[config.mk]
export PLATFORM = sky130hd
export DESIGN_NAME = psr_top
export DESIGN_NICKNAME = d
export VERILOG_FILES = /design/src/include/psr_pkg.sv /design/src/psr_wake_collect.sv /design/src/psr_gpio_hold.sv /design/src/psr_top.sv
export SDC_FILE = /design/constraint.sdc
export NUM_CORES = 1
export LEC_CHECK = 0
export BUFFER_PORTS_ARGS = -buffer_cell sky130_fd_sc_hd__buf_2
export CAP_MARGIN = 20
export CORE_AREA = 3 3 165 167
export CTS_BUF_LIST = sky130_fd_sc_hd__clkbuf_16
export CTS_CLUSTER_SIZE = 20
export DETAILED_ROUTE_END_ITERATION = 12
export DIE_AREA = 0 0 168 170
export PLACE_DENSITY = 0.6
export SLEW_MARGIN = 20
export SYNTH_ARGS = -nofsm -noshare
export SYNTH_HDL_FRONTEND = slang
export SYNTH_SLANG_ARGS = --single-unit
[constraint.sdc]
create_clock -name i_clock -period 13.3 [get_ports i_clock]
set_input_delay 0.665 -clock i_clock [delete_from_list [all_inputs] [get_ports i_clock]]
set_output_delay 0.665 -clock i_clock [all_outputs]
set_load 0.05 [all_outputs]
[src/include/psr_pkg.sv]
// Constants and encodings for the power-state and reset-default block.
//
// Contract
// - Regulator enable output is high at startup and after any Backup wake-up.
// - Regulator enable output is low while the device sits in Backup mode.
// - I/O supply monitor wakes from Backup only on a falling supply.
// - Backup exits on timer, RTC, supply monitor, wake pins, tamper or force-wake.
// - GPIO direction, level and pull freeze on entry to Backup or Wait.
// - First power-up executes from boot ROM until boot program finishes setup.
// - After power cycle slow clock is internal RC, slow crystal disabled.
// - Power cycle, reset or wake sets main clock to fast RC at lowest step.
// - Power cycle, reset or wake disables fast crystal and both PLLs.
// - Power cycle enables core brownout, its core reset and backup POR.
// - Power cycle leaves the I/O supply monitor disabled until software enables it.
// - Power cycle, reset or wake clears flash wait states to zero.
// - Any reset enables core 0 cache; effective only at the cached flash alias.
// - Any reset holds the second subsystem in reset with clocks stopped.
// - Reset or Backup wake reapplies clock, oscillator, flash, cache, subsystem defaults.
// - Slow clock select, brownout, backup POR, monitor mode survive core reset.
// - Slow crystal may be chosen as reference of the low-frequency PLL.
// - High-frequency PLL output may be selected as the main clock.
// - Active mode selects fast RC, crystal or PLLs; unused peripheral clocks gate off.
package psr_pkg;

    // ****************************************
    // Encodings
    // ****************************************
    typedef enum logic [1:0] {
        PSR_ST_ACTIVE = 2'b00,
        PSR_ST_WAIT = 2'b01,
        PSR_ST_BACKUP = 2'b10,
        PSR_ST_WAKE = 2'b11
    } psr_state_t;

    localparam logic [1:0] MAIN_SRC_FAST_RC = 2'h0;
    localparam logic [1:0] MAIN_SRC_XTAL = 2'h1;
    localparam logic [1:0] MAIN_SRC_LF_PLL = 2'h2;
    localparam logic [1:0] MAIN_SRC_HF_PLL = 2'h3;

    // Fast RC steps: 0 is the lowest (4 MHz).
    localparam logic [1:0] FAST_RC_LOWEST = 2'h0;

    // ****************************************
    // Widths
    // ****************************************
    localparam int WAKE_PIN_W = 14;
    localparam int TAMPER_W = 2;
    localparam int GPIO_W = 32;
    localparam int PCLK_W = 32;
    localparam int FWS_W = 4;
    localparam int SM_MODE_W = 4;
    localparam int CAUSE_W = 6;

    // Wake cause bit positions.
    localparam int CAUSE_TIMER = 0;
    localparam int CAUSE_RTC = 1;
    localparam int CAUSE_SUPPLY = 2;
    localparam int CAUSE_PIN = 3;
    localparam int CAUSE_TAMPER = 4;
    localparam int CAUSE_FORCE = 5;

    // ****************************************
    // Reset values
    // ****************************************
    localparam logic RST_REGULATOR_ON = 1'b1;
    localparam logic RST_SLOW_XTAL = 1'b0;
    localparam logic RST_BOD_DISABLE = 1'b0;
    localparam logic RST_BUPOR_EN = 1'b1;
    localparam logic [SM_MODE_W-1:0] RST_SM_MODE = 4'h0;
    localparam logic [FWS_W-1:0] RST_FWS = 4'h0;
    localparam logic RST_CACHE_EN = 1'b1;
    localparam logic RST_SUB1_RESET = 1'b1;
    localparam logic [PCLK_W-1:0] RST_PCLK = 32'h0000_0000;
    localparam logic RST_BOOT_ROM = 1'b1;

endpackage : psr_pkg

[src/psr_wake_collect.sv]
// Backup-mode wake-up source collector.
`timescale 1ns/100ps
`default_nettype none
module psr_wake_collect (
    // Clock and reset
    input wire logic i_clock,
    input wire logic i_rst,
    // Arming
    input wire logic i_armed,
    input wire logic i_monitor_en,
    // Sources
    input wire logic i_timer_alarm,
    input wire logic i_rtc_alarm,
    input wire logic i_io_supply_ok,
    input wire logic [psr_pkg::WAKE_PIN_W-1:0] i_wake_pins,
    input wire logic [psr_pkg::WAKE_PIN_W-1:0] i_wake_pin_en,
    input wire logic [psr_pkg::TAMPER_W-1:0] i_tamper_inputs,
    input wire logic i_force_wake_pin,
    input wire logic i_power_switch_state,
    // Result
    output logic o_wake,
    output logic [psr_pkg::CAUSE_W-1:0] o_cause
);

    logic supply_prev_reg;
    logic [psr_pkg::CAUSE_W-1:0] cause_next;

    always_ff @(posedge i_clock or posedge i_rst)
    begin
        if (i_rst)
            supply_prev_reg <= 1'b0;
        else
            supply_prev_reg <= i_io_supply_ok;
    end

    always_comb
    begin
        cause_next = '0;
        cause_next[psr_pkg::CAUSE_TIMER] = i_timer_alarm;
        cause_next[psr_pkg::CAUSE_RTC] = i_rtc_alarm;
        // A rising supply never counts; only a drop is a system alert.
        cause_next[psr_pkg::CAUSE_SUPPLY] = i_monitor_en & supply_prev_reg & ~i_io_supply_ok;
        cause_next[psr_pkg::CAUSE_PIN] = |(i_wake_pins & i_wake_pin_en);
        cause_next[psr_pkg::CAUSE_TAMPER] = |i_tamper_inputs;
        cause_next[psr_pkg::CAUSE_FORCE] = i_force_wake_pin | i_power_switch_state;
    end

    always_ff @(posedge i_clock or posedge i_rst)
    begin
        if (i_rst)
        begin
            o_wake <= 1'b0;
            o_cause <= '0;
        end
        else
        begin
            o_wake <= i_armed & (|cause_next);
            if (i_armed && (|cause_next))
                o_cause <= cause_next;
        end
    end

endmodule : psr_wake_collect
`default_nettype wire

[src/psr_gpio_hold.sv]
// GPIO configuration keeper across low-power modes.
`timescale 1ns/100ps
`default_nettype none
module psr_gpio_hold (
    // Clock and reset
    input wire logic i_clock,
    input wire logic i_rst,
    // Control
    input wire logic i_hold,
    // Live configuration
    input wire logic [psr_pkg::GPIO_W-1:0] i_dir,
    input wire logic [psr_pkg::GPIO_W-1:0] i_level,
    input wire logic [psr_pkg::GPIO_W-1:0] i_pull_up,
    input wire logic [psr_pkg::GPIO_W-1:0] i_pull_down,
    // Applied configuration
    output logic [psr_pkg::GPIO_W-1:0] o_dir,
    output logic [psr_pkg::GPIO_W-1:0] o_level,
    output logic [psr_pkg::GPIO_W-1:0] o_pull_up,
    output logic [psr_pkg::GPIO_W-1:0] o_pull_down
);

    // The pads follow the live settings only outside low-power modes.
    always_ff @(posedge i_clock or posedge i_rst)
    begin
        if (i_rst)
        begin
            o_dir <= '0;
            o_level <= '0;
            o_pull_up <= '0;
            o_pull_down <= '0;
        end
        else if (!i_hold)
        begin
            o_dir <= i_dir;
            o_level <= i_level;
            o_pull_up <= i_pull_up;
            o_pull_down <= i_pull_down;
        end
    end

endmodule : psr_gpio_hold
`default_nettype wire

[src/psr_top.sv]
// Power-state sequencer with reset defaults and battery-backed settings.
`timescale 1ns/100ps
`default_nettype none
module psr_top (
    // Clock and resets
    input wire logic i_clock,
    input wire logic i_rst,
    input wire logic i_backup_por,
    // Mode requests
    input wire logic i_backup_enter,
    input wire logic i_wait_enter,
    input wire logic i_wait_wake,
    input wire logic i_boot_done,
    // Wake sources
    input wire logic i_periodic_timer,
    input wire logic i_rtc_alarm,
    input wire logic i_io_supply_ok,
    input wire logic [psr_pkg::WAKE_PIN_W-1:0] i_wake_pins,
    input wire logic [psr_pkg::WAKE_PIN_W-1:0] i_wake_pin_en,
    input wire logic [psr_pkg::TAMPER_W-1:0] i_tamper_inputs,
    input wire logic i_force_wake_pin,
    input wire logic i_power_switch_state,
    // Retained settings write
    input wire logic i_backup_cfg_wr,
    input wire logic i_slow_xtal_select,
    input wire logic i_core_brownout_disable,
    input wire logic i_backup_por_enable,
    input wire logic [psr_pkg::SM_MODE_W-1:0] i_supply_monitor_mode,
    // Clock configuration write
    input wire logic i_clk_cfg_wr,
    input wire logic [1:0] i_main_clk_src,
    input wire logic [1:0] i_fast_rc_step,
    input wire logic i_xtal_en,
    input wire logic i_low_freq_pll_en,
    input wire logic i_high_freq_pll_en,
    input wire logic i_lf_pll_ref_xtal,
    input wire logic i_hf_pll_from_lf,
    // Other configuration writes
    input wire logic i_fws_wr,
    input wire logic [psr_pkg::FWS_W-1:0] i_flash_wait_states,
    input wire logic i_cache_wr,
    input wire logic i_cache_en,
    input wire logic i_sub1_release,
    input wire logic i_sub1_stop,
    input wire logic i_pclk_wr,
    input wire logic [psr_pkg::PCLK_W-1:0] i_pclk_en,
    // Live GPIO configuration
    input wire logic [psr_pkg::GPIO_W-1:0] i_gpio_dir,
    input wire logic [psr_pkg::GPIO_W-1:0] i_gpio_level,
    input wire logic [psr_pkg::GPIO_W-1:0] i_gpio_pull_up,
    input wire logic [psr_pkg::GPIO_W-1:0] i_gpio_pull_down,
    // Power and mode status
    output logic o_regulator_off_out,
    output logic [1:0] o_power_mode,
    output logic o_boot_from_rom,
    output logic [psr_pkg::CAUSE_W-1:0] o_wake_cause,
    // Retained settings
    output logic o_slow_xtal_select,
    output logic o_core_brownout_disable,
    output logic o_backup_por_enable,
    output logic [psr_pkg::SM_MODE_W-1:0] o_supply_monitor_mode,
    // Clock generator controls
    output logic [1:0] o_main_clk_src,
    output logic [1:0] o_fast_rc_step,
    output logic o_xtal_en,
    output logic o_low_freq_pll_en,
    output logic o_high_freq_pll_en,
    output logic o_lf_pll_ref_xtal,
    output logic o_hf_pll_from_lf,
    output logic o_core_clk_en,
    output logic [psr_pkg::PCLK_W-1:0] o_periph_clk_en,
    // Memory and subsystem controls
    output logic [psr_pkg::FWS_W-1:0] o_flash_wait_states,
    output logic o_core0_cache_ctrl,
    output logic o_sub1_reset,
    output logic o_sub1_clk_en,
    // Held GPIO configuration
    output logic [psr_pkg::GPIO_W-1:0] o_gpio_dir,
    output logic [psr_pkg::GPIO_W-1:0] o_gpio_level,
    output logic [psr_pkg::GPIO_W-1:0] o_gpio_pull_up,
    output logic [psr_pkg::GPIO_W-1:0] o_gpio_pull_down
);

    // ****************************************
    // Declarations
    // ****************************************
    psr_pkg::psr_state_t state_reg;
    psr_pkg::psr_state_t state_next;
    logic wake;
    logic [psr_pkg::CAUSE_W-1:0] wake_cause;
    logic defaults_apply;
    logic active;
    logic gpio_hold;

    assign defaults_apply = (state_reg == psr_pkg::PSR_ST_WAKE);
    assign active = (state_reg == psr_pkg::PSR_ST_ACTIVE);

    // ****************************************
    // Power-state sequencer
    // ****************************************
    always_comb
    begin
        state_next = state_reg;
        unique case (state_reg)
            psr_pkg::PSR_ST_ACTIVE:
            begin
                if (i_backup_enter)
                    state_next = psr_pkg::PSR_ST_BACKUP;
                else if (i_wait_enter)
                    state_next = psr_pkg::PSR_ST_WAIT;
            end
            psr_pkg::PSR_ST_WAIT:
            begin
                if (i_wait_wake)
                    state_next = psr_pkg::PSR_ST_ACTIVE;
            end
            psr_pkg::PSR_ST_BACKUP:
            begin
                if (wake)
                    state_next = psr_pkg::PSR_ST_WAKE;
            end
            psr_pkg::PSR_ST_WAKE:
                state_next = psr_pkg::PSR_ST_ACTIVE;
        endcase
    end

    always_ff @(posedge i_clock or posedge i_rst)
    begin
        if (i_rst)
            state_reg <= psr_pkg::PSR_ST_ACTIVE;
        else
            state_reg <= state_next;
    end

    always_ff @(posedge i_clock or posedge i_rst)
    begin
        if (i_rst)
            o_power_mode <= psr_pkg::PSR_ST_ACTIVE;
        else
            o_power_mode <= state_next;
    end

    // Low while in Backup so the board can switch the main regulator off.
    always_ff @(posedge i_clock or posedge i_rst)
    begin
        if (i_rst)
            o_regulator_off_out <= psr_pkg::RST_REGULATOR_ON;
        else
            o_regulator_off_out <= (state_next != psr_pkg::PSR_ST_BACKUP);
    end

    // The hold is taken one cycle before the mode flag, so the pads
    // freeze with the settings seen just before entry.
    assign gpio_hold = (state_reg == psr_pkg::PSR_ST_WAIT) || (state_reg == psr_pkg::PSR_ST_BACKUP);

    // ****************************************
    // Wake-up sources
    // ****************************************
    psr_wake_collect u_wake (
        .i_clock(i_clock),
        .i_rst(i_rst),
        .i_armed(state_reg == psr_pkg::PSR_ST_BACKUP),
        .i_monitor_en(|o_supply_monitor_mode),
        .i_timer_alarm(i_periodic_timer),
        .i_rtc_alarm(i_rtc_alarm),
        .i_io_supply_ok(i_io_supply_ok),
        .i_wake_pins(i_wake_pins),
        .i_wake_pin_en(i_wake_pin_en),
        .i_tamper_inputs(i_tamper_inputs),
        .i_force_wake_pin(i_force_wake_pin),
        .i_power_switch_state(i_power_switch_state),
        .o_wake(wake),
        .o_cause(wake_cause)
    );

    always_ff @(posedge i_clock or posedge i_rst)
    begin
        if (i_rst)
            o_wake_cause <= '0;
        else if (wake)
            o_wake_cause <= wake_cause;
    end

    // ****************************************
    // Battery-backed settings
    // ****************************************
    // Only the backup POR clears these; a core reset or wake leaves them.
    always_ff @(posedge i_clock or posedge i_backup_por)
    begin
        if (i_backup_por)
        begin
            o_slow_xtal_select <= psr_pkg::RST_SLOW_XTAL;
            o_core_brownout_disable <= psr_pkg::RST_BOD_DISABLE;
            o_backup_por_enable <= psr_pkg::RST_BUPOR_EN;
            o_supply_monitor_mode <= psr_pkg::RST_SM_MODE;
        end
        else if (i_backup_cfg_wr && active)
        begin
            o_slow_xtal_select <= i_slow_xtal_select;
            o_core_brownout_disable <= i_core_brownout_disable;
            o_backup_por_enable <= i_backup_por_enable;
            o_supply_monitor_mode <= i_supply_monitor_mode;
        end
    end

    // The boot-ROM flag lives in the backup area, so only a full power
    // cycle sends execution back to the ROM.
    always_ff @(posedge i_clock or posedge i_backup_por)
    begin
        if (i_backup_por)
            o_boot_from_rom <= psr_pkg::RST_BOOT_ROM;
        else if (i_boot_done)
            o_boot_from_rom <= 1'b0;
    end

    // ****************************************
    // Clock generator controls
    // ****************************************
    always_ff @(posedge i_clock or posedge i_rst)
    begin
        if (i_rst)
        begin
            o_main_clk_src <= psr_pkg::MAIN_SRC_FAST_RC;
            o_fast_rc_step <= psr_pkg::FAST_RC_LOWEST;
            o_xtal_en <= 1'b0;
            o_low_freq_pll_en <= 1'b0;
            o_high_freq_pll_en <= 1'b0;
            o_lf_pll_ref_xtal <= 1'b0;
            o_hf_pll_from_lf <= 1'b0;
        end
        else if (defaults_apply)
        begin
            o_main_clk_src <= psr_pkg::MAIN_SRC_FAST_RC;
            o_fast_rc_step <= psr_pkg::FAST_RC_LOWEST;
            o_xtal_en <= 1'b0;
            o_low_freq_pll_en <= 1'b0;
            o_high_freq_pll_en <= 1'b0;
            o_lf_pll_ref_xtal <= 1'b0;
            o_hf_pll_from_lf <= 1'b0;
        end
        else if (i_clk_cfg_wr && active)
        begin
            o_main_clk_src <= i_main_clk_src;
            o_fast_rc_step <= i_fast_rc_step;
            o_xtal_en <= i_xtal_en;
            o_low_freq_pll_en <= i_low_freq_pll_en;
            o_high_freq_pll_en <= i_high_freq_pll_en;
            // The slow crystal can only be the reference once it runs.
            o_lf_pll_ref_xtal <= i_lf_pll_ref_xtal & o_slow_xtal_select;
            o_hf_pll_from_lf <= i_hf_pll_from_lf;
        end
    end

    // Core and bus clocks stop outside Active mode.
    always_ff @(posedge i_clock or posedge i_rst)
    begin
        if (i_rst)
            o_core_clk_en <= 1'b1;
        else
            o_core_clk_en <= (state_next == psr_pkg::PSR_ST_ACTIVE);
    end

    always_ff @(posedge i_clock or posedge i_rst)
    begin
        if (i_rst)
            o_periph_clk_en <= psr_pkg::RST_PCLK;
        else if (defaults_apply)
            o_periph_clk_en <= psr_pkg::RST_PCLK;
        else if (i_pclk_wr && active)
            o_periph_clk_en <= i_pclk_en;
    end

    // ****************************************
    // Flash, cache and second subsystem
    // ****************************************
    always_ff @(posedge i_clock or posedge i_rst)
    begin
        if (i_rst)
            o_flash_wait_states <= psr_pkg::RST_FWS;
        else if (defaults_apply)
            o_flash_wait_states <= psr_pkg::RST_FWS;
        else if (i_fws_wr && active)
            o_flash_wait_states <= i_flash_wait_states;
    end

    // Caching only helps code linked at the cached flash alias.
    always_ff @(posedge i_clock or posedge i_rst)
    begin
        if (i_rst)
            o_core0_cache_ctrl <= psr_pkg::RST_CACHE_EN;
        else if (defaults_apply)
            o_core0_cache_ctrl <= psr_pkg::RST_CACHE_EN;
        else if (i_cache_wr && active)
            o_core0_cache_ctrl <= i_cache_en;
    end

    // Stop wins over release when both arrive together.
    always_ff @(posedge i_clock or posedge i_rst)
    begin
        if (i_rst)
            o_sub1_reset <= psr_pkg::RST_SUB1_RESET;
        else if (defaults_apply || i_sub1_stop)
            o_sub1_reset <= psr_pkg::RST_SUB1_RESET;
        else if (i_sub1_release && active)
            o_sub1_reset <= 1'b0;
    end

    always_ff @(posedge i_clock or posedge i_rst)
    begin
        if (i_rst)
            o_sub1_clk_en <= 1'b0;
        else if (defaults_apply || i_sub1_stop)
            o_sub1_clk_en <= 1'b0;
        else if (i_sub1_release && active)
            o_sub1_clk_en <= 1'b1;
        else if (state_next != psr_pkg::PSR_ST_ACTIVE)
            o_sub1_clk_en <= 1'b0;
        else
            o_sub1_clk_en <= ~o_sub1_reset;
    end

    // ****************************************
    // GPIO hold
    // ****************************************
    psr_gpio_hold u_gpio (
        .i_clock(i_clock),
        .i_rst(i_rst),
        .i_hold(gpio_hold || (state_next != psr_pkg::PSR_ST_ACTIVE)),
        .i_dir(i_gpio_dir),
        .i_level(i_gpio_level),
        .i_pull_up(i_gpio_pull_up),
        .i_pull_down(i_gpio_pull_down),
        .o_dir(o_gpio_dir),
        .o_level(o_gpio_level),
        .o_pull_up(o_gpio_pull_up),
        .o_pull_down(o_gpio_pull_down)
    );

endmodule : psr_top
`default_nettype wire

==> flow_summary.html <==
<table>
<tr><th>Metric</th><th>Value</th></tr>
<tr><th colspan="2">STA</th></tr>
<tr><td>Worst slack on hold paths</td><td>0.0972 ns</td></tr>
<tr><td>Final Critical Period</td><td>2.94 ns</td></tr>
<tr><td>RSZ-0062 raised after global routing</td><td>false</td></tr>
<tr><td>Worst max-slew margin expressed relative to the limit</td><td>19.1%</td></tr>
<tr><td>Sum of negative setup slack</td><td>0 ns</td></tr>
<tr><td>Final max-slew violation count</td><td>0</td></tr>
<tr><td>Share of the clock period used by the worst path</td><td>22.1%</td></tr>
<tr><td>Top achievable clock speed</td><td>341 MHz</td></tr>
<tr><td>Endpoints failing hold</td><td>0</td></tr>
<tr><td>Number of failing setup endpoints in the final timing report</td><td>0</td></tr>
<tr><td>Final worst clock skew</td><td>0.00536 ns</td></tr>
<tr><td>Measured slew at the worst slew-check pin</td><td>1.21 ns</td></tr>
<tr><th colspan="2">Clock tree</th></tr>
<tr><td>Number of sinks handled by clock tree synthesis</td><td>202</td></tr>
<tr><td>Number of setup buffers added after CTS</td><td>0</td></tr>
<tr><td>Total of hold buffers inserted after clock tree synthesis</td><td>0</td></tr>
<tr><td>Worst-case clock buffer depth</td><td>3</td></tr>
<tr><td>Clock tree from TritonCTS</td><td>built</td></tr>
<tr><td>Clock slew at reported path FFs</td><td>0.06 ns</td></tr>
<tr><td>CTS HTree Levels</td><td>1</td></tr>
<tr><td>Number of buffers inserted during clock tree synthesis</td><td>24</td></tr>
<tr><td>Worst skew pair latency</td><td>0.51 ns</td></tr>
<tr><td>Post-cts resize count</td><td>0</td></tr>
<tr><td>Buffer type at the clock tree root</td><td>clkbuf_16</td></tr>
<tr><th colspan="2">Worst setup path</th></tr>
<tr><td>Worst Setup Start Kind</td><td>flip-flop</td></tr>
<tr><td>Cell with the largest stage delay on the worst path</td><td>buf_12</td></tr>
<tr><td>Start point of the critical path</td><td>o_power_mode[0]$_DFF_PP0_</td></tr>
<tr><td>Chain of cells forming the critical path</td><td>inv_1 &gt; ha_1 &gt; nand2_1 &gt; o22ai_1 &gt; nor4b_4 &gt; buf_12 &gt; mux2_4</td></tr>
<tr><td>Reg-to-reg startpoint</td><td>o_power_mode[0]$_DFF_PP0_</td></tr>
<tr><td>Data arrival time of the critical path</td><td>3.32 ns</td></tr>
<tr><td>Max FO, Critical Path</td><td>128</td></tr>
<tr><td>Category of the critical setup timing path</td><td>flip-flop to flip-flop</td></tr>
<tr><td>Max incr delay on CP</td><td>0.55 ns</td></tr>
<tr><td>R2R cell count</td><td>7</td></tr>
<tr><td>Crit. End Element</td><td>flip-flop</td></tr>
<tr><td>Crit path required time</td><td>13.68 ns</td></tr>
<tr><th colspan="2">Yosys</th></tr>
<tr><td>Synthesized area divided by synthesized cell count</td><td>16.5 sq um</td></tr>
<tr><td>Number of nets in the synthesized netlist</td><td>743</td></tr>
<tr><td>Netlist Area Pre-Place</td><td>8370 sq um</td></tr>
<tr><td>Number of different library cells in the post-synthesis netlist</td><td>37</td></tr>
<tr><td>Library cell with the highest instance count after synthesis</td><td>dfrtp_1</td></tr>
<tr><td>Count of warnings emitted by yosys</td><td>0</td></tr>
<tr><td>Instance count of the mapped netlist</td><td>508</td></tr>
<tr><td>Cells taking the most area after synthesis</td><td>dfrtp_1 (59%), mux2_4 (22%), mux2_2 (3.4%)</td></tr>
<tr><td>Prevailing post-synth register cell</td><td>dfrtp_1</td></tr>
<tr><td>EDFF count, synth</td><td>0</td></tr>
<tr><td>Number of storage elements in the synthesis netlist</td><td>202</td></tr>
<tr><td>Post-synthesis async set-or-reset flop share</td><td>100%</td></tr>
<tr><td>Seq/Total Area, Yosys</td><td>60.5%</td></tr>
<tr><td>Cell taking the most area after synthesis</td><td>dfrtp_1</td></tr>
<tr><td>Synth cell count leaders</td><td>dfrtp_1 (196), mux2_4 (120), a22o_1 (32), mux2_2 (25), nand2_1 (21)</td></tr>
<tr><td>Area fraction of the dominant cell type after synthesis</td><td>58.6%</td></tr>
<tr><th colspan="2">Place</th></tr>
<tr><td>HPWL after DPL</td><td>15.9 mm</td></tr>
<tr><td># placed instances</td><td>1243</td></tr>
<tr><td>Global placer's final weighted congestion</td><td>0.756</td></tr>
<tr><td>Count of input and output buffers</td><td>423</td></tr>
<tr><th colspan="2">Layout</th></tr>
<tr><td>Area growth from synthesis to layout</td><td>37.2%</td></tr>
<tr><td>Share of layout cells above drive strength 1</td><td>65.9%</td></tr>
<tr><td>Number of fillers in the final layout</td><td>2339</td></tr>
<tr><td>Count of placed standard cells in the final layout, fillers left out</td><td>1288</td></tr>
<tr><td>Total Nets Final</td><td>1169</td></tr>
<tr><td>Final design utilization</td><td>44.3%</td></tr>
<tr><th colspan="2">Detailed routing</th></tr>
<tr><td>Iteration-0 DRC Markers</td><td>241</td></tr>
<tr><td>Routed via count divided by cell count</td><td>4.55</td></tr>
<tr><td>Average detailed-routed wire length per instance</td><td>17.3 um</td></tr>
<tr><td>Total via count after detailed routing</td><td>5864</td></tr>
<tr><td>Detailed-route wire length</td><td>22.3 mm</td></tr>
<tr><td>Total DRC errors in the routed layout</td><td>0</td></tr>
<tr><td>Detail Route Antenna Nets</td><td>0</td></tr>
<tr><td>Iteration count of the initial detailed-routing pass</td><td>4</td></tr>
<tr><th colspan="2">Die</th></tr>
<tr><td>Row Count</td><td>59</td></tr>
<tr><td>Height of the chip</td><td>170 um</td></tr>
<tr><td>I/O pin count</td><td>424</td></tr>
<tr><td>Core Region</td><td>25900 sq um</td></tr>
<tr><td>Die boundary width</td><td>168 um</td></tr>
<tr><td>Starting Density</td><td>32.3%</td></tr>
<tr><td>Die area</td><td>28600 sq um</td></tr>
<tr><th colspan="2">Flow run</th></tr>
<tr><td>Max cap viols</td><td>0</td></tr>
<tr><th colspan="2">Global routing</th></tr>
<tr><td>Most heavily used metal layer in global routing</td><td>met2</td></tr>
<tr><td>Antenna violations before repair</td><td>2</td></tr>
<tr><td>Fraction of met3 tracks used by global routing</td><td>4.72%</td></tr>
<tr><td>Met1 Resource Use GR</td><td>17.7%</td></tr>
<tr><td>Met2 layer usage reported by global route</td><td>25.3%</td></tr>
<tr><td>Remaining global-route overflow</td><td>0</td></tr>
<tr><td>Wire length of the first global-routing pass</td><td>34.2 mm</td></tr>
<tr><td>Maximum number of pins on one net before global-route repair</td><td>129</td></tr>
<tr><td>Via count of the first global-routing pass</td><td>6106</td></tr>
<tr><td>Total global routing track utilization</td><td>14.7%</td></tr>
<tr><th colspan="2">Status</th></tr>
<tr><td>Run status</td><td>finished, final reports clean</td></tr>
<tr><th colspan="2">Min path</th></tr>
<tr><td>Min-delay worst type</td><td>input port to asynchronous set/reset pin</td></tr>
</table>
## logic make-up after synthesis
family	synth area share, %
flip-flops	60.5
AO/OA/AOI/OAI	6.38
multiplexers	24.9
adder cells (fa/ha/maj)	0.747
buffers and inverters	4.24
AND/OR/NAND/NOR	3.27
## worst paths after layout
path | slack (ns) | endpoint
max in group asynchronous | 11.47 | u_gpio.o_dir[16]$_DFFE_PP0N_
worst min-delay path | 0.1 | o_supply_monitor_mode[1]$_DFFE_PP0P_
min in group i_clock | 0.27 | o_boot_from_rom$_DFFE_PP1P_
worst max register to register | 10.36 | u_gpio.o_level[13]$_DFFE_PP0N_
worst max-delay path | 10.36 | u_gpio.o_level[13]$_DFFE_PP0N_
worst min register to register | 0.48 | o_boot_from_rom$_DFFE_PP1P_
## per-stage QoR
| stage | setup WS, ns | cell area [sq um] |
|---|---|---|
| 2_1_floorplan | 7.36 | 8370 |
| 4_1_cts | 10.43 | 11500 |
| 3_3_place_gp | 10.46 | 10600 |
| 6_report | 10.36 | 11500 |
| 5_1_grt | 10.22 | 11500 |
| 3_5_place_dp | 10.47 | 10600 |
## critical path, delay by kind of cell (launching register included)
kind	cells	cell delay [ns]
buffers and inverters	2	0.67
AND/OR/NAND/NOR	2	0.47
flip-flops	1	0.43
multiplexers	1	0.36
adder cells (fa/ha/maj)	1	0.35
AO/OA/AOI/OAI	1	0.15
## cells in the final DEF (no fill, tap or decap), types with 6 or more instances in the layout
cell type / netlist / final
a21oi_1: 16 / 15
buf_2: 1 / 423
mux2_4: 120 / 120
dfrtp_1: 196 / 196
a22oi_1: 7 / 7
nand2_1: 21 / 21
dfstp_2: 6 / 6
clkbuf_16: 0 / 25
inv_1: 7 / 8
nand3_1: 13 / 13
mux2_2: 25 / 25
a22o_1: 32 / 32
## metal layers
| metal | wire length, um | up-vias |
|---|---|---|
| li1 | - | 2681 |
| met1 | 8690 | 2861 |
| met2 | 11000 | 282 |
| met3 | 2030 | 38 |
| met4 | 539 | 2 |
| met5 | 17 | - |
## final cells by class
cell class	instances	area [sq um]	share of cell area (%)
Tap cell	335	419	3.65
Clock inverter	19	220	1.92
Inverter	7	33.8	0.294
Clock buffer	25	626	5.45
Timing Repair Buffer	427	2160	18.8
Multi-Input combinational cell	272	2960	25.8
Sequential cell	202	5060	44.1
Antenna cell	1	2.50	0.0218
Power is left out: the tool's default activity adds up to more than one toggle a clock period on the data nets, which glitch-free logic cannot reach.
